===== src/ps_pkg.sv =====
package ps_pkg;
  // link widths and transaction decode
  localparam int DATA_W = 8;
  localparam int CA_BYTES = 6;
  localparam int LAT_CYC = 6;
  localparam logic [7:0] CMD_READ_BIT = 8'h80;
  localparam logic [7:0] CMD_REG_BIT = 8'h40;
  localparam int CLK_MHZ = 200;
  // timing figures, in ns, and derived cycle counts
  localparam int ACCESS_TIME_NS = 35;
  localparam int STOP_EXTRA_NS = 30;
  localparam int CLK_STOP_CYC = ((ACCESS_TIME_NS + STOP_EXTRA_NS) * CLK_MHZ
                                 + 999) / 1000;
  localparam int SLEEP_ENTRY_NS = 3000;
  localparam int SLEEP_ENTRY_CYC = (SLEEP_ENTRY_NS * CLK_MHZ) / 1000;
  localparam int SLEEP_EXIT_NS = 100000;
  localparam int SLEEP_EXIT_CYC = (SLEEP_EXIT_NS * CLK_MHZ + 999) / 1000;
  localparam int PD_ENTRY_NS = 3000;
  localparam int PD_ENTRY_CYC = (PD_ENTRY_NS * CLK_MHZ) / 1000;
  localparam int PD_EXIT_NS = 150000;
  localparam int PD_EXIT_CYC = (PD_EXIT_NS * CLK_MHZ + 999) / 1000;
  localparam int POWER_ON_NS = 150000;
  localparam int POWER_ON_CYC = (POWER_ON_NS * CLK_MHZ + 999) / 1000;
  // register-space write targets carried in the last command-address byte
  localparam logic [7:0] REG_SEL_CR0 = 8'h00;
  localparam logic [7:0] REG_SEL_CR1 = 8'h01;
  localparam int PD_CTRL_POS = 7;
  localparam int SLEEP_POS = 5;
  localparam logic [7:0] CR0_RESET = 8'h80;
  localparam logic [7:0] CR1_RESET = 8'h00;
  // host commands
  typedef enum logic [1:0] {OP_READ, OP_WRITE, OP_REG_WRITE} op_e;
endpackage : ps_pkg


===== src/ps_link.sv =====
`timescale 1ns/100ps
interface ps_link;
  logic sel_n; // select, low active, host driven
  logic ck; // true clock, host driven
  logic clock_complement; // complementary clock, host driven
  logic reset_n; // hardware reset, host driven
  logic [7:0] dq_h; // host data out
  logic dq_h_oe; // host drives data_lines
  logic [7:0] dq_d; // device data out
  logic dq_d_oe; // device drives data_lines
  logic rws_h; // host strobe out
  logic rws_h_oe; // host drives read_write_strobe
  logic rws_d; // device strobe out
  logic rws_d_oe; // device drives read_write_strobe
  modport dev (input sel_n, ck, clock_complement, reset_n, dq_h, dq_h_oe,
    rws_h, rws_h_oe, output dq_d, dq_d_oe, rws_d, rws_d_oe);
  modport host (output sel_n, ck, clock_complement, reset_n, dq_h, dq_h_oe,
    rws_h, rws_h_oe, input dq_d, dq_d_oe, rws_d, rws_d_oe);
endinterface : ps_link


===== src/ps_wait.sv =====
`timescale 1ns/100ps
// one-shot down counter, done pulses once when count expires
module ps_wait #(
  parameter int W = 16
) (
  input wire logic clk, // system clock
  input wire logic rstn, // async reset, low
  input wire logic start, // load count
  input wire logic [W-1:0] count, // cycles to wait
  output logic busy, // counting
  output logic done // one-cycle pulse at expiry
);
  logic [W-1:0] cnt_reg;
  // load on start, decrement while busy
  always_ff @(posedge clk or negedge rstn) begin
    if (!rstn) begin
      cnt_reg <= '0;
      busy <= 1'b0;
      done <= 1'b0;
    end else begin
      done <= busy && (cnt_reg == W'(1));
      if (start) begin
        cnt_reg <= count;
        busy <= 1'b1;
      end else if (busy) begin
        cnt_reg <= cnt_reg - W'(1);
        busy <= (cnt_reg != W'(1));
      end
    end
  end
endmodule : ps_wait


===== src/ps_device.sv =====
`timescale 1ns/100ps
// Notes on behaviour
// - select high: standby, pins released
// - read latency: data released, strobe low
// - write latency: nobody drives data or strobe
// - device drives strobe during command-address phase
// - zero-latency write: strobe low or released
// - host never drives strobe in zero-latency write
// - zero-latency write ignores mask, writes all
// - stalled clock enters clock-stop after limit
// - clock-stop read keeps driving latched data
// - clock toggling again resumes the transfer
// - host raises select before max select time
// - host parks clock low, complement high
// - hybrid sleep bit set enters sleep
// - sleep keeps array and registers
// - select fall or reset wakes, clears bit
// - sleep exit reaches standby in exit time
// - power-down bit cleared enters deep power-down
// - array contents invalid after power-down
// - select low-high or reset ends power-down
// - power-down exit restores post-power-on state
// - refresh busy: strobe high demands extra latency
// - power-down watches only select and reset
module ps_device
  import ps_pkg::*;
#(
  parameter int STOP_CYC = CLK_STOP_CYC, // clock-stop detect cycles
  parameter int SLEEP_IN_CYC = SLEEP_ENTRY_CYC, // sleep entry delay
  parameter int SLEEP_OUT_CYC = SLEEP_EXIT_CYC, // sleep exit delay
  parameter int PD_IN_CYC = PD_ENTRY_CYC, // power-down entry delay
  parameter int PD_OUT_CYC = PD_EXIT_CYC // power-down exit delay
) (
  input wire logic clk, // system clock
  input wire logic rstn, // async reset, low; acts as power-on
  ps_link.dev bus, // link to host
  input wire logic refresh_busy, // internal refresh still running
  input wire logic [7:0] rd_data, // array read data
  output logic [7:0] wr_data, // array write data
  output logic wr_en, // one-cycle array write strobe
  output logic wr_mask, // byte mask for wr_data
  output logic rd_en, // one-cycle array read strobe
  output logic clk_stop, // active clock-stop state
  output logic sleeping, // hybrid sleep state
  output logic powered_down, // deep power-down state
  output logic array_invalid // array lost after power-down
);
  typedef enum {ST_IDLE, ST_CA, ST_LAT, ST_RD, ST_WR, ST_WAIT_HI,
    ST_SLEEP, ST_SLEEP_OUT, ST_PD, ST_PD_OUT} st_e;
  st_e st_reg, st_next;
  // pin synchronisers: first stage read only by second stage
  logic [3:0] s1_reg, s2_reg;
  logic [7:0] dq1_reg, dq2_reg;
  logic ck_old_reg;
  always_ff @(posedge clk or negedge rstn) begin
    if (!rstn) begin
      // idle pin levels: reset high, select high, clock low, strobe low
      s1_reg <= 4'hC;
      s2_reg <= 4'hC;
      dq1_reg <= 8'h00;
      dq2_reg <= 8'h00;
      ck_old_reg <= 1'b0;
    end else begin
      s1_reg <= {bus.reset_n, bus.sel_n, bus.ck, bus.rws_h};
      s2_reg <= s1_reg;
      dq1_reg <= bus.dq_h;
      dq2_reg <= dq1_reg;
      ck_old_reg <= s2_reg[1];
    end
  end
  wire hw_rst_n = s2_reg[3];
  wire sel_n = s2_reg[2];
  wire ck_s = s2_reg[1];
  wire mask_s = s2_reg[0];
  wire ck_edge = ck_s ^ ck_old_reg;
  // command-address and control state
  logic [2:0] ca_cnt_reg;
  logic [7:0] cmd_reg, sel_byte_reg;
  logic extra_lat_reg;
  logic [4:0] lat_cnt_reg;
  logic [7:0] cr0_reg, cr1_reg;
  logic sel_n_old_reg;
  logic [15:0] stop_cnt_reg;
  wire is_read = (cmd_reg & CMD_READ_BIT) != 8'h00;
  wire is_reg = (cmd_reg & CMD_REG_BIT) != 8'h00;
  wire sel_fall = sel_n_old_reg && !sel_n;
  wire sel_rise = !sel_n_old_reg && sel_n;
  wire ca_last = ck_edge && (ca_cnt_reg == 3'(CA_BYTES - 1));
  wire [4:0] lat_total = extra_lat_reg ? 5'(2 * LAT_CYC) : 5'(LAT_CYC);
  wire lat_done = ck_edge && (lat_cnt_reg == lat_total - 5'd1);
  wire stop_hit = stop_cnt_reg == 16'(STOP_CYC);
  // one shared delay timer for power state transitions
  logic t_start, t_done, t_busy;
  logic [19:0] t_count;
  ps_wait #(.W(20)) u_wait (
    .clk(clk),
    .rstn(rstn),
    .start(t_start),
    .count(t_count),
    .busy(t_busy),
    .done(t_done)
  );
  logic pd_arm_reg, hs_arm_reg;
  // entry delays start when the arming write completes, at select rise
  wire entry_go = st_reg == ST_WR && sel_n && (hs_arm_reg || pd_arm_reg);
  // next state
  always_comb begin
    st_next = st_reg;
    t_start = 1'b0;
    t_count = 20'd1;
    case (st_reg)
      ST_IDLE: begin
        if (!sel_n) st_next = ST_CA;
        else if (t_done && hs_arm_reg) st_next = ST_SLEEP;
        else if (t_done && pd_arm_reg) st_next = ST_PD;
      end
      ST_CA: if (ca_last) st_next = (is_reg && !is_read) ? ST_WR : ST_LAT;
      ST_LAT: if (lat_done) st_next = is_read ? ST_RD : ST_WR;
      ST_RD, ST_WR: if (entry_go) begin
        t_start = 1'b1;
        t_count = hs_arm_reg ? 20'(SLEEP_IN_CYC) : 20'(PD_IN_CYC);
      end
      ST_SLEEP: if (sel_fall) begin
        st_next = ST_SLEEP_OUT;
        t_start = 1'b1;
        t_count = 20'(SLEEP_OUT_CYC);
      end
      ST_SLEEP_OUT: if (t_done) st_next = ST_WAIT_HI;
      ST_PD: if (sel_rise) begin
        st_next = ST_PD_OUT;
        t_start = 1'b1;
        t_count = 20'(PD_OUT_CYC);
      end
      ST_PD_OUT: if (t_done) st_next = ST_IDLE;
      ST_WAIT_HI: if (sel_n) st_next = ST_IDLE;
      default: st_next = ST_IDLE;
    endcase
    // select high aborts any transfer back to standby
    if ((st_reg == ST_CA || st_reg == ST_LAT || st_reg == ST_RD ||
         st_reg == ST_WR) && sel_n) st_next = ST_IDLE;
    if (!hw_rst_n) st_next = ST_IDLE;
  end
  // decoded write of a register word on each data clock edge of zero-latency write
  wire reg_wr = st_reg == ST_WR && is_reg && ck_edge;
  wire arm_hs = reg_wr && sel_byte_reg == REG_SEL_CR1 && dq2_reg[SLEEP_POS];
  wire arm_pd = reg_wr && sel_byte_reg == REG_SEL_CR0
                && !dq2_reg[PD_CTRL_POS];
  // state and control registers
  always_ff @(posedge clk or negedge rstn) begin
    if (!rstn) begin
      st_reg <= ST_IDLE;
      sel_n_old_reg <= 1'b1;
      ca_cnt_reg <= 3'd0;
      cmd_reg <= 8'h00;
      sel_byte_reg <= 8'h00;
      extra_lat_reg <= 1'b0;
      lat_cnt_reg <= 5'd0;
      cr0_reg <= CR0_RESET;
      cr1_reg <= CR1_RESET;
      hs_arm_reg <= 1'b0;
      pd_arm_reg <= 1'b0;
      stop_cnt_reg <= 16'd0;
    end else begin
      st_reg <= st_next;
      sel_n_old_reg <= sel_n;
      if (st_reg == ST_IDLE && !sel_n) begin
        ca_cnt_reg <= 3'd0;
        extra_lat_reg <= refresh_busy;
      end else if (st_reg == ST_CA && ck_edge) begin
        ca_cnt_reg <= ca_cnt_reg + 3'd1;
        if (ca_cnt_reg == 3'd0) cmd_reg <= dq2_reg;
        if (ca_cnt_reg == 3'(CA_BYTES - 1)) sel_byte_reg <= dq2_reg;
      end
      lat_cnt_reg <= (st_reg == ST_LAT && ck_edge) ? lat_cnt_reg + 5'd1
                   : (st_reg == ST_LAT) ? lat_cnt_reg : 5'd0;
      // stall counter for clock-stop, counts only in data phase
      if ((st_reg == ST_RD || st_reg == ST_WR) && !ck_edge) begin
        if (!stop_hit) stop_cnt_reg <= stop_cnt_reg + 16'd1;
      end else stop_cnt_reg <= 16'd0;
      if (arm_hs) cr1_reg[SLEEP_POS] <= 1'b1;
      if (arm_pd) cr0_reg[PD_CTRL_POS] <= 1'b0;
      // sleep keeps registers; select fall clears bit only
      if (st_reg == ST_SLEEP && sel_fall) cr1_reg[SLEEP_POS] <= 1'b0;
      hs_arm_reg <= (hs_arm_reg || arm_hs) && st_next != ST_SLEEP;
      pd_arm_reg <= (pd_arm_reg || arm_pd) && st_next != ST_PD;
      // power-down exit and pin reset give post-power-on registers
      if (st_reg == ST_PD_OUT || !hw_rst_n) begin
        cr0_reg <= CR0_RESET;
        cr1_reg <= CR1_RESET;
        hs_arm_reg <= 1'b0;
        pd_arm_reg <= 1'b0;
      end
    end
  end
  // pin drivers and user-side outputs, all registered
  always_ff @(posedge clk or negedge rstn) begin
    if (!rstn) begin
      bus.dq_d <= 8'h00;
      bus.dq_d_oe <= 1'b0;
      bus.rws_d <= 1'b0;
      bus.rws_d_oe <= 1'b0;
      wr_data <= 8'h00;
      wr_en <= 1'b0;
      wr_mask <= 1'b0;
      rd_en <= 1'b0;
      clk_stop <= 1'b0;
      sleeping <= 1'b0;
      powered_down <= 1'b0;
      array_invalid <= 1'b0;
    end else begin
      bus.dq_d_oe <= st_next == ST_RD;
      bus.rws_d_oe <= st_next == ST_CA || st_next == ST_RD
                      || (st_next == ST_LAT && is_read);
      if (st_next == ST_CA) bus.rws_d <= refresh_busy;
      else if (st_next == ST_LAT) bus.rws_d <= 1'b0;
      else if (st_reg == ST_RD && ck_edge) bus.rws_d <= ck_s;
      // zero-latency write: strobe released after command-address
      // the host keeps off the strobe in this write
      if (st_reg == ST_RD && ck_edge) bus.dq_d <= rd_data;
      rd_en <= st_reg == ST_RD && ck_edge;
      wr_en <= st_reg == ST_WR && ck_edge && !is_reg;
      wr_data <= dq2_reg;
      // zero-latency write never masks; otherwise strobe masks
      wr_mask <= is_reg ? 1'b0 : mask_s;
      clk_stop <= (st_reg == ST_RD || st_reg == ST_WR) && stop_hit
                  && !ck_edge;
      sleeping <= st_next == ST_SLEEP || st_next == ST_SLEEP_OUT;
      powered_down <= st_next == ST_PD || st_next == ST_PD_OUT;
      if (st_reg == ST_PD) array_invalid <= 1'b1;
      else if (wr_en) array_invalid <= 1'b0;
    end
  end
  // timer busy flag not needed: the done pulse steers the states
  wire unused_ok = t_busy;
endmodule : ps_device


===== src/flat_wrapper.sv =====
// flat-port wrapper written by rule: the top's interface ports become plain ports
module ps_device_flat import ps_pkg::*;
#(
  parameter int STOP_CYC = CLK_STOP_CYC,                            
  parameter int SLEEP_IN_CYC = SLEEP_ENTRY_CYC,                     
  parameter int SLEEP_OUT_CYC = SLEEP_EXIT_CYC,                    
  parameter int PD_IN_CYC = PD_ENTRY_CYC,                          
  parameter int PD_OUT_CYC = PD_EXIT_CYC                         
)
  (clk, rstn, refresh_busy, rd_data, wr_data, wr_en, wr_mask, rd_en, clk_stop, sleeping, powered_down, array_invalid, bus_sel_n, bus_ck, bus_clock_complement, bus_reset_n, bus_dq_h, bus_dq_h_oe, bus_rws_h, bus_rws_h_oe, bus_dq_d, bus_dq_d_oe, bus_rws_d, bus_rws_d_oe);
  ps_link bus_i ();
  input wire logic clk;
  input wire logic rstn;
  input wire logic refresh_busy;
  input wire logic [7:0] rd_data;
  output logic [7:0] wr_data;
  output logic wr_en;
  output logic wr_mask;
  output logic rd_en;
  output logic clk_stop;
  output logic sleeping;
  output logic powered_down;
  output logic array_invalid;
  input wire logic [$bits(bus_i.sel_n)-1:0] bus_sel_n;
  input wire logic [$bits(bus_i.ck)-1:0] bus_ck;
  input wire logic [$bits(bus_i.clock_complement)-1:0] bus_clock_complement;
  input wire logic [$bits(bus_i.reset_n)-1:0] bus_reset_n;
  input wire logic [$bits(bus_i.dq_h)-1:0] bus_dq_h;
  input wire logic [$bits(bus_i.dq_h_oe)-1:0] bus_dq_h_oe;
  input wire logic [$bits(bus_i.rws_h)-1:0] bus_rws_h;
  input wire logic [$bits(bus_i.rws_h_oe)-1:0] bus_rws_h_oe;
  output wire logic [$bits(bus_i.dq_d)-1:0] bus_dq_d;
  output wire logic [$bits(bus_i.dq_d_oe)-1:0] bus_dq_d_oe;
  output wire logic [$bits(bus_i.rws_d)-1:0] bus_rws_d;
  output wire logic [$bits(bus_i.rws_d_oe)-1:0] bus_rws_d_oe;
  assign bus_i.sel_n = bus_sel_n;
  assign bus_i.ck = bus_ck;
  assign bus_i.clock_complement = bus_clock_complement;
  assign bus_i.reset_n = bus_reset_n;
  assign bus_i.dq_h = bus_dq_h;
  assign bus_i.dq_h_oe = bus_dq_h_oe;
  assign bus_i.rws_h = bus_rws_h;
  assign bus_i.rws_h_oe = bus_rws_h_oe;
  assign bus_dq_d = bus_i.dq_d;
  assign bus_dq_d_oe = bus_i.dq_d_oe;
  assign bus_rws_d = bus_i.rws_d;
  assign bus_rws_d_oe = bus_i.rws_d_oe;
  ps_device #(.STOP_CYC(STOP_CYC), .SLEEP_IN_CYC(SLEEP_IN_CYC), .SLEEP_OUT_CYC(SLEEP_OUT_CYC), .PD_IN_CYC(PD_IN_CYC), .PD_OUT_CYC(PD_OUT_CYC)) u_core (.clk(clk), .rstn(rstn), .bus(bus_i), .refresh_busy(refresh_busy), .rd_data(rd_data), .wr_data(wr_data), .wr_en(wr_en), .wr_mask(wr_mask), .rd_en(rd_en), .clk_stop(clk_stop), .sleeping(sleeping), .powered_down(powered_down), .array_invalid(array_invalid));
endmodule

===== config.mk =====
export PLATFORM = sky130hd
export DESIGN_NAME = ps_device_flat
export DESIGN_NICKNAME = d
export VERILOG_FILES = /design/src/ps_pkg.sv /design/src/ps_link.sv /design/src/ps_wait.sv /design/src/ps_device.sv /design/src/flat_wrapper.sv
export SDC_FILE = /design/constraint.sdc
export NUM_CORES = 1
export LEC_CHECK = 0
export ABC_AREA = 1
export BUFFER_PORTS_ARGS = -buffer_cell sky130_fd_sc_hd__buf_2
export CAP_MARGIN = 20
export CORE_MARGIN = 2
export CORE_UTILIZATION = 58
export CTS_BUF_LIST = sky130_fd_sc_hd__clkbuf_16
export DETAILED_ROUTE_END_ITERATION = 12
export PLACE_DENSITY = 0.8
export SLEW_MARGIN = 15
export SYNTH_ARGS = -nofsm -noshare
export SYNTH_HDL_FRONTEND = slang
export SYNTH_SLANG_ARGS = --single-unit

===== constraint.sdc =====
create_clock -name clk -period 3.7 [get_ports clk]
set_clock_uncertainty 0.05 [all_clocks]
set_input_delay 0.74 -clock clk [delete_from_list [all_inputs] [get_ports clk]]
set_output_delay 0.74 -clock clk [all_outputs]
set_load 0.03 [all_outputs]

==> results of run 1 <==
-- path summary, 6_finish.rpt --
| check | slack, ns | from | endpoint | depth (start not counted) |
|---|---|---|---|---|
| max | 1.32 | u_core.st_reg[14]$_DFF_PN0_ | u_core.u_wait.cnt_reg[10]$_DFFE_PN0P_ | 12 |
| min | 0.30 | u_core.s1_reg[1]$_DFF_PN0_ | u_core.s2_reg[1]$_DFF_PN0_ | 0 |
| max reg2reg | 1.32 | u_core.st_reg[14]$_DFF_PN0_ | u_core.u_wait.cnt_reg[10]$_DFFE_PN0P_ | 12 |
| min reg2reg | 0.30 | u_core.s1_reg[1]$_DFF_PN0_ | u_core.s2_reg[1]$_DFF_PN0_ | 0 |
| max in group asynchronous | 2.54 | rstn | u_core.sel_byte_reg[7]$_DFFE_PN0P_ | 2 |
| min in group asynchronous | 0.34 | rstn | u_core.st_reg[10]$_DFF_PN0_ | 1 |
-- cells in the final DEF, fill, tap and decap left out, types with 2 or more instances in the layout --
cell          n
ha_1          8
nand2_2       6
nand3b_1      2
a32oi_1       2
o311ai_0      2
nor2_2       14
buf_2        47
clkbuf_16    17
nand4_1      11
a31oi_1       3
o21ai_1       3
nor2_4        9
nand2_1     150
a211oi_1      2
xnor2_1       2
nor4_1        7
conb_1       28
nor2_1       93
o31ai_1       2
mux2_2        4
clkinvlp_4    2
clkinv_4      4
inv_1        78
a21oi_1      22
nor3_1       14
xor2_1       16
dfstp_2       5
clkinv_1      5
nand3_1      34
inv_6         4
or2_2         3
o21ai_0      31
inv_2        10
dfrtp_1     138
-- layer usage --
layer  track usage, %  routed length, um
met1             29.6               5290
met3             7.93                679
met5                0                  0
met2             39.6               6300
met4             9.62                335
-- layout make-up --
cell class	instances	area, um2	area share (%)
clock buffer	17	425	5.84
clock inverter	15	113	1.54
timing repair buffer	49	267	3.66
tap	136	170	2.33
sequential	143	3580	49.2
inverter	91	344	4.72
multi-input combinational	477	2390	32.7
-- per-stage QoR --
stage	total power (W)	setup slack, ns	hold slack [ns]	area, um2	std cells
global placement	0.00172	1.38	0.282	6750	896
floorplan	0.00167	1.82	0.281	6350	717
finish	0.00324	1.32	0.300	7290	928
CTS	0.00327	1.30	0.301	7290	928
detailed placement	0.00173	1.31	0.285	6750	896
global route	0.00335	1.03	0.309	7290	928
-- kinds of logic after synthesis --
logic type	share of synthesized area, %
muxes	0.721
other	0.0600
DFF	57.4
AOI/OAI and AO/OA	6.21
xor gates and xnor gates	2.52
buffers and inverters	6.03
and+or+nand+nor	25.5
adders and majority gates	1.60
-- power breakdown --
group          switching (W)  internal (W)   total, W
clock               0.000680      0.000862    0.00154
sequential         0.0000128       0.00160    0.00161
combinational      0.0000618     0.0000194  0.0000812
total               0.000755       0.00248    0.00324
-- critical path: stages (launching register included) --
cell	delay, ns
dfrtp_1	0.37
nor2_1	0.08
nand2_1	0.07
nor2_2	0.37
nand2_1	0.12
nor2_2	0.18
nand2_1	0.21
nand2_2	0.15
nor2_4	0.08
inv_4	0.13
nor2_8	0.07
nor2_2	0.22
a32oi_1	0.13
==> reports/metrics.yaml, run 1 <==
status: "completed"
arrival_ns: 2.62
wl_per_cell_um: 13.6
htree_levels: 4
ys_top_cells_by_count: "nand2_1, dfrtp_1, nor2_1, inv_1, nand3_1"
final_nets: 813
finalSetupViolCount: 0
crit_type: "reg -> reg"
drt-vias-per-instance: 5.18
max-clock-path-buffers: 2
path_max_fanout: 11
cap_violations: 0
rsz0062_at_grt: "no"
synth_edf_count: 0
gp_congestion: 0.916
vias: 4811
diodes: 0
drc: 0
grt_max_degree: 93
hp-class: "reg -> reg"
start_kind: "flop"
end_kind: "flop"
cts_tree: "built"
timing.final.crit_share_pct: 64.4
die_w_um: 108
post_cts_resized: 0
syn_inst: 690
tightest_slew_ns: 0.893
fin_util_pct: 70.3
ir_drop_v: 0.000429
io_buffers: 48
grt_pass1_vias: 4803
wl_mm: 12.6
grt_pass1_wl_mm: 21.6
power_density_nw_per_um2: 444
clock_sinks: 143
ios: 52
ys_ff_latch: 143
core_um2: 10400
hold_viol: 0
n_fill_cell: 802
drt_iter0_drc: 278
num_rows: 37
synth_cell_types: 42
initial_core_util_pct: 60.2
grt_overflow: 0
holdBufCountCts: 0
cts_inserted_buffers: 17
grt.total_usage_pct: 24.1
synthFlopType: "dfrtp_1"
drive_gt1_share_pct: 17.0
clockRootBuffer: "clkbuf_16"
ys_seq_area_share_pct: 57.4
clkTransAtPathRegs_ns: 0.06
synthArstFlopShare_pct: 100
drv_slew: 0
insertion_delay_ns: 0.42
netlist_area_um2: 6250
syn_area_per_cell_um2: 9.05
fin_tns_setup_ns: 0
largest_reg_flops: 32
synth_top_area_share_pct: 55.3
max_freq_ghz: 0.420
fin_crit_ns: 2.38
dp_hpwl_mm: 8.81
die_h_um: 108
ant_nets: 0
netlist_top_cells_area: "dfrtp_1, nand2_1, nor2_1, inv_1, nand3_1"
dieArea_um2: 11600
max_slew_margin_pct: 39.9
yosysWarnings: 0
yosysTopAreaCell: "dfrtp_1"
synth_most_common_cell: "nand2_1"
antenna_found_initial: 0
cts_setup_buffers: 0
first_pass_iters: 5
worstPathRequired_ns: 3.94
leakagePower_nw: 3.62
synthToLayoutAreaGrowth_pct: 16.7
(Power assumes the default switching activity.)
==> run 2, diff against run 1 <==
Settings changed: CORE_UTILIZATION 58 to 54, PLACE_DENSITY 0.8 to 0.78.
Clock period 3.7 ns to 1.9 ns, I/O delays scaled along.
==> run 2 against run 1 <==
Compared with the run above: the run now ends with negative setup slack left; via count is 9.1% higher; sequential cell count stayed put; clock power is 88% higher; cell count is 11% higher; maximum frequency is 13% higher; sequential share of layout area is 6.4 points lower; die area is 7.1% higher; non-clock buffer count is 93 higher; routed wire length is 14% higher; first-iteration DRC count is 17% higher; critical path depth is 2 higher; final area is 15% higher; critical endpoint is now u_core.bus.rws_d_oe$_DFF_PN0_.
==> reports/metrics.yaml, run 2 (same netlist as run 1, synthesis figures left out) <==
status: "finished, violations left"
violations: "negative setup slack"
drt_iter0_drc: 326  # +17%
hp-class: "in -> reg"
multiInputGateArea_um2: 2700  # +13%
finalSetupViolCount: 30  # +30
initial_core_util_pct: 54.9  # -5.3 points
core_um2: 11400  # +9.6%
grt_max_degree: 45  # -52%
regArea_um2: 3590  # +0.14%
rsz0062_at_grt: "yes"
dp_hpwl_mm: 9.21  # +4.6%
placed_area_um2: 7250  # +7.4%
hold_path_depth: 1  # +1
power_density_nw_per_um2: 744  # +67%
fin_total_pwr_w: 0.00624  # +93%
wl_mm: 14.4  # +14%
gp_congestion: 0.883  # -3.6%
final_nets: 908  # +12%
vias: 5248  # +9.1%
fin_ws_ns: -0.213  # -1.53 ns
drv_slew: 0  # unchanged
start_kind: "flop"
diodes: 0  # unchanged
grt.total_usage_pct: 23.9  # -0.21 points
r2r_cells: 14  # +2
clockRootBuffer: "clkbuf_16"
clock_sinks: 143  # unchanged
min-delay-start: "bus_dq_h[7]"
layout.cells.non_filler: 1028  # +11%
ios: 52  # unchanged
max-clock-path-buffers: 2  # unchanged
crit_start: "u_core.st_reg[28]$_DFF_PN0_"
path_max_fanout: 6  # -5
htree_levels: 4  # unchanged
worstPathRequired_ns: 2.21  # -1.73 ns
layout_common_cells: "nand2_1, dfrtp_1, nor2_1, inv_1, buf_4"
insertion_delay_ns: 0.43  # about the same
arrival_ns: 2.43  # -0.19 ns
end_kind: "flop"
grt_overflow: 0  # unchanged
leakagePower_nw: 4.15  # +15%
die_h_um: 112  # +3.5%
cap_violations: 0  # unchanged
dieArea_um2: 12400  # +7.1%
wl_per_cell_um: 14.0  # +3.0%
max_slew_margin_pct: 63.9  # +24 points
tightest_slew_ns: 0.536  # -0.357 ns
n_fill_cell: 744  # -7.2%
ir_drop_v: 0.000716  # +67%
max_freq_ghz: 0.473  # +13%
hold_viol: 0  # unchanged
cts_inserted_buffers: 17  # unchanged
drc: 0  # unchanged
clkTransAtPathRegs_ns: 0.06  # about the same
placed_cells: 965  # +7.7%
grt_pass1_wl_mm: 23.8  # +9.9%
fin_crit_ns: 2.11  # -0.270 ns
die_w_um: 112  # +3.5%
layout_commonest_cell: "nand2_1"
synthToLayoutAreaGrowth_pct: 34.3
first_pass_iters: 5  # unchanged
grt_pass1_vias: 5288  # +10%
drt-vias-per-instance: 5.11  # -1.5%
io_buffers: 48  # unchanged
antenna_found_initial: 0  # unchanged
fin_area_um2: 8390  # +15%
largest_reg_flops: 32  # unchanged
fin_tns_setup_ns: -2.94  # -2.94 ns
crit_type: "reg -> reg"
timing.final.crit_share_pct: 111  # +47 points
ant_nets: 0  # unchanged
cts_tree: "built"
num_rows: 39  # +5.4%
r2r-start: "u_core.st_reg[28]$_DFF_PN0_"
drive_gt1_share_pct: 32.1  # +15 points
holdWs_ns: 0.0129  # -0.287 ns
-- run 2: cell types whose count changed in the layout (fill, tap and decap cells not counted), sizes merged --
cell / previous run / this run
clkinvlp: 2 / 5
nand2: 157 / 159
buf: 49 / 132
clkinv: 10 / 5
dlygate4sd3: 0 / 10
-- run 2: critical path, cell delays in order, from the launching register on --
cell	delay (ns)
dfrtp_1	0.38
nor2_1	0.09
nand2_1	0.09
nor2_4	0.20
nand2_4	0.15
nor2_4	0.20
nor2_1	0.07
nand2_1	0.10
nand2_1	0.06
nand2_1	0.11
nor2_4	0.08
buf_4	0.14
o21ai_2	0.09
nand3_2	0.13
nand3_1	0.12
-- run 2: layout make-up --
class	instances	share of cell area (%)
clock buffer	17	5.07
clock inverter	13	1.12
inverter	91	4.18
multi-input combinational	479	32.2
sequential	143	42.8
tap	143	2.13
timing repair buffer	142	12.5
-- run 2: where the power goes --
group | leakage, nW | total, W | switching (W) | internal (W)
Combinational | 2.11 | 0.000200 | 0.000134 | 0.0000659
Sequential | 1.79 | 0.00315 | 0.0000257 | 0.00312
Clock | 0.252 | 0.00289 | 0.00124 | 0.00165
-- run 2: stage by stage --
stage          setup WS (ns)  utilization, %
6_report              -0.213            73.8
5_1_grt               -0.358            73.8
4_1_cts               -0.142            71.3
3_5_place_dp          -0.203            63.8
3_3_place_gp          -0.178            63.8
2_1_floorplan         0.0196               -
-- run 2: per-layer routing --
| layer | up-vias | share of wire [%] | global-route usage [%] |
|---|---|---|---|
| met5 | - | 0 | 0 |
| met4 | 0 | 2.7 | 9.30 |
| met3 | 38 | 4.9 | 5.93 |
| met2 | 145 | 52 | 42.3 |
| met1 | 2526 | 40 | 28.3 |
| li1 | 2539 | - | - |
-- run 2: what timing repair did --
item,4_1_cts,5_1_grt
setup endpoints to repair,46,66
setup buffers,13,9
pin swaps,10,18
hold endpoints to repair,34,3
gates resized for setup,47,63
cloned,3,0
hold buffers,7,3
-- run 2: final timing paths --
check / slack, ns / to
min reg2reg: 0.30 / u_core.dq2_reg[0]$_DFF_PN0_
max: -0.21 / u_core.bus.rws_d_oe$_DFF_PN0_
max in group asynchronous: 0.85 / u_core.st_reg[31]$_DFF_PN0_
min: 0.01 / u_core.dq1_reg[7]$_DFF_PN0_
min in group asynchronous: 0.38 / u_core.st_reg[12]$_DFF_PN0_
max reg2reg: -0.21 / u_core.bus.rws_d_oe$_DFF_PN0_
==> run 3, diff against run 2 <==
Settings changed: MAX_ROUTING_LAYER from default to met4, SETUP_SLACK_MARGIN from default to 0.2.
==> run 3 against run 2 <==
Compared with the run above: the run still ends with negative setup slack left; hold slack better by 0.0012 ns; register-to-register slack worse by 0.03 ns; routed wire length is 9.0% higher; via count increased by 4.8%; non-clock buffer count increased by 15; maximum frequency fell by 1.2%; clock power grew 13%; sequential share of layout area down 1.7 points; final area up 4.1%; power grew 6.7%; first-iteration DRC count up 26%; critical path type unchanged; critical endpoint unchanged; largest cell class unchanged; largest power group is now the clock network.
==> reports/metrics.yaml, run 3 (same netlist as run 1, synthesis figures left out) <==
grt.total_usage_pct: 27.5  # +3.5 points
layout_common_cells: "dfrtp_1, nand2_1, buf_4, nor2_1, inv_1"
holdWs_ns: 0.0141  # +0.00124 ns
max_slew_margin_pct: 65.7  # +1.7 points
crit_chain: "nor2_1 > nand2_1 > nor2_4 > nand2_4 > nor2_4 > nor2_4 > nand2_2 > nor2_2 > nor2_4 > nand2_1 > nand3_1 > nand3_1"
ios: 52  # unchanged
insertion_delay_ns: 0.42  # about the same
drv_slew: 0  # unchanged
largest_reg_flops: 32  # unchanged
htree_levels: 4  # unchanged
antenna_found_initial: 0  # unchanged
fin_ws_ns: -0.240  # -0.0264 ns
rsz0062_at_grt: "yes"
io_buffers: 48  # unchanged
dp_hpwl_mm: 9.96  # +8.2%
r2r-start: "u_core.st_reg[21]$_DFF_PN0_"
tightest_slew_ns: 0.510  # -0.0255 ns
dieArea_um2: 12400  # unchanged
worstPathRequired_ns: 2.14  # -0.07 ns
path_max_fanout: 5  # -1
drive_gt1_share_pct: 36.4  # +4.3 points
min_to: "u_core.s1_reg[2]$_DFF_PN1_"
vias: 5501  # +4.8%
multiInputGateArea_um2: 2810  # +3.9%
core_um2: 11400  # unchanged
grt_overflow: 0  # unchanged
max_stage_delay_ns: 0.39  # about the same
clkTransAtPathRegs_ns: 0.06  # about the same
crit_slowest_cell: "dfrtp_1"
r2r_cells: 12  # -2
arrival_ns: 2.38  # -0.05 ns
gp_congestion: 0.869  # -1.6%
dp_worst_setup_slack_ns: -0.296  # -0.0928 ns
hold_path_depth: 1  # unchanged
num_rows: 39  # unchanged
fin_crit_ns: 2.14  # +0.0264 ns
n_fill_cell: 694  # -6.7%
drc: 0  # unchanged
min-delay-start: "bus_sel_n"
timing.final.crit_share_pct: 113  # +1.4 points
regArea_um2: 3590  # about the same
diodes: 0  # unchanged
start_kind: "flop"
finalSetupViolCount: 43  # +43%
drt_iter0_drc: 412  # +26%
grt_pass1_wl_mm: 26.5  # +11%
wl_mm: 15.7  # +9.0%
die_w_um: 112  # unchanged
r2r_slack_ns: -0.24  # -0.03 ns
final_nets: 923  # +1.7%
synthToLayoutAreaGrowth_pct: 39.7
path_common_cell: "nor2_4"
timing.rr.end: "u_core.bus.rws_d_oe$_DFF_PN0_"
wl_per_cell_um: 15.0  # +7.2%
first_pass_iters: 5  # unchanged
drt-vias-per-instance: 5.26  # +3.1%
max-clock-path-buffers: 2  # unchanged
clock_sinks: 143  # unchanged
fin_util_pct: 76.7  # +3.0 points
status: "finished, violations left"
cap_violations: 0  # unchanged
ir_drop_v: 0.00104  # +45%
grt_max_degree: 46  # +2.2%
layout_commonest_cell: "dfrtp_1"
initial_core_util_pct: 54.9  # unchanged
crit_type: "reg -> reg"
clockRootBuffer: "clkbuf_16"
hp-class: "in -> reg"
cts_inserted_buffers: 17  # unchanged
grt_pass1_vias: 5757  # +8.9%
max_freq_ghz: 0.467  # -1.2%
hold_viol: 0  # unchanged
ant_nets: 0  # unchanged
power_density_nw_per_um2: 763  # +2.5%
cts_tree: "built"
violations: "negative setup slack"
die_h_um: 112  # unchanged
leakagePower_nw: 4.29  # +3.2%
end_kind: "flop"
[run 3: cell count changes in the layout (fill, tap and decap cells not counted), sizes merged]
cell and delta:
buf +17, clkinv +3, clkinvlp -3, dlygate4sd3 -2, bufinv +1, inv +1
[run 3: worst max-delay path by stage]
stage / startpoint / cells past startpoint / to / slack, ns
2_1_floorplan: u_core.st_reg[23]$_DFF_PN0_ / 16 / u_core.bus.rws_d$_DFFE_PN0P_ / 0.04
3_3_place_gp: u_core.st_reg[29]$_DFF_PN0_ / 12 / u_core.hs_arm_reg$_DFF_PN0_ / -0.20
3_5_place_dp: u_core.st_reg[31]$_DFF_PN0_ / 13 / u_core.u_wait.cnt_reg[10]$_DFFE_PN0P_ / -0.30
4_1_cts: u_core.st_reg[18]$_DFF_PN0_ / 14 / u_core.bus.rws_d$_DFFE_PN0P_ / -0.19
5_1_grt: u_core.st_reg[21]$_DFF_PN0_ / 14 / u_core.bus.rws_d$_DFFE_PN0P_ / -0.36
6_report: u_core.st_reg[21]$_DFF_PN0_ / 12 / u_core.bus.rws_d_oe$_DFF_PN0_ / -0.24
[run 3: metal layers]
metal / track usage (%) / wire (um) / up-vias
li1: - / - / 2571
met1: 30.8 / 6180 / 2713
met2: 46.7 / 8270 / 171
met3: 6.86 / 760 / 46
met4: 12.2 / 456 / 0
met5: - / 0 / -
[run 3: area by class of cell]
cell class,count,area share [%]
Multi-Input combinational cell,479,32.1
Timing Repair Buffer,157,14.0
Inverter,91,4.07
Tap cell,143,2.05
Clock buffer,17,4.88
Sequential cell,143,41.1
Clock inverter,15,1.78
[run 3: where the power goes]
part | switching [W] | internal (W) | leakage (nW)
clock network | 0.00141 | 0.00185 | 0.287
registers | 0.0000307 | 0.00312 | 1.79
logic | 0.000152 | 0.0000941 | 2.21
total | 0.00159 | 0.00506 | 4.29
[run 3: stage by stage]
stage                     power (W)  instance area, um2  instances  TNS [ns]
after global routing        0.00686                8730       1045     -8.44
after CTS                   0.00667                8490       1039     -2.28
after detailed placement    0.00339                7360        972     -4.05
after floorplan             0.00325                6420        717         0
final                       0.00666                8730       1045     -3.31
after global placement      0.00338                7360        972     -2.12
[run 3: worst max-delay path: cells and delay by family, from the launching register on]
kind             cells  cell delay, ns
AND/OR/NAND/NOR     12            1.57
flip-flops           1            0.39
[run 3: timing repair]
action / in CTS / in global routing
endpoints found under the hold margin: 34 / 1
endpoints found under the setup margin: 75 / 77
gates cloned: 2 / 1
gates resized for setup: 84 / 62
hold buffers: 7 / 1
pin swaps: 16 / 16
buffers inserted: 26 / 4
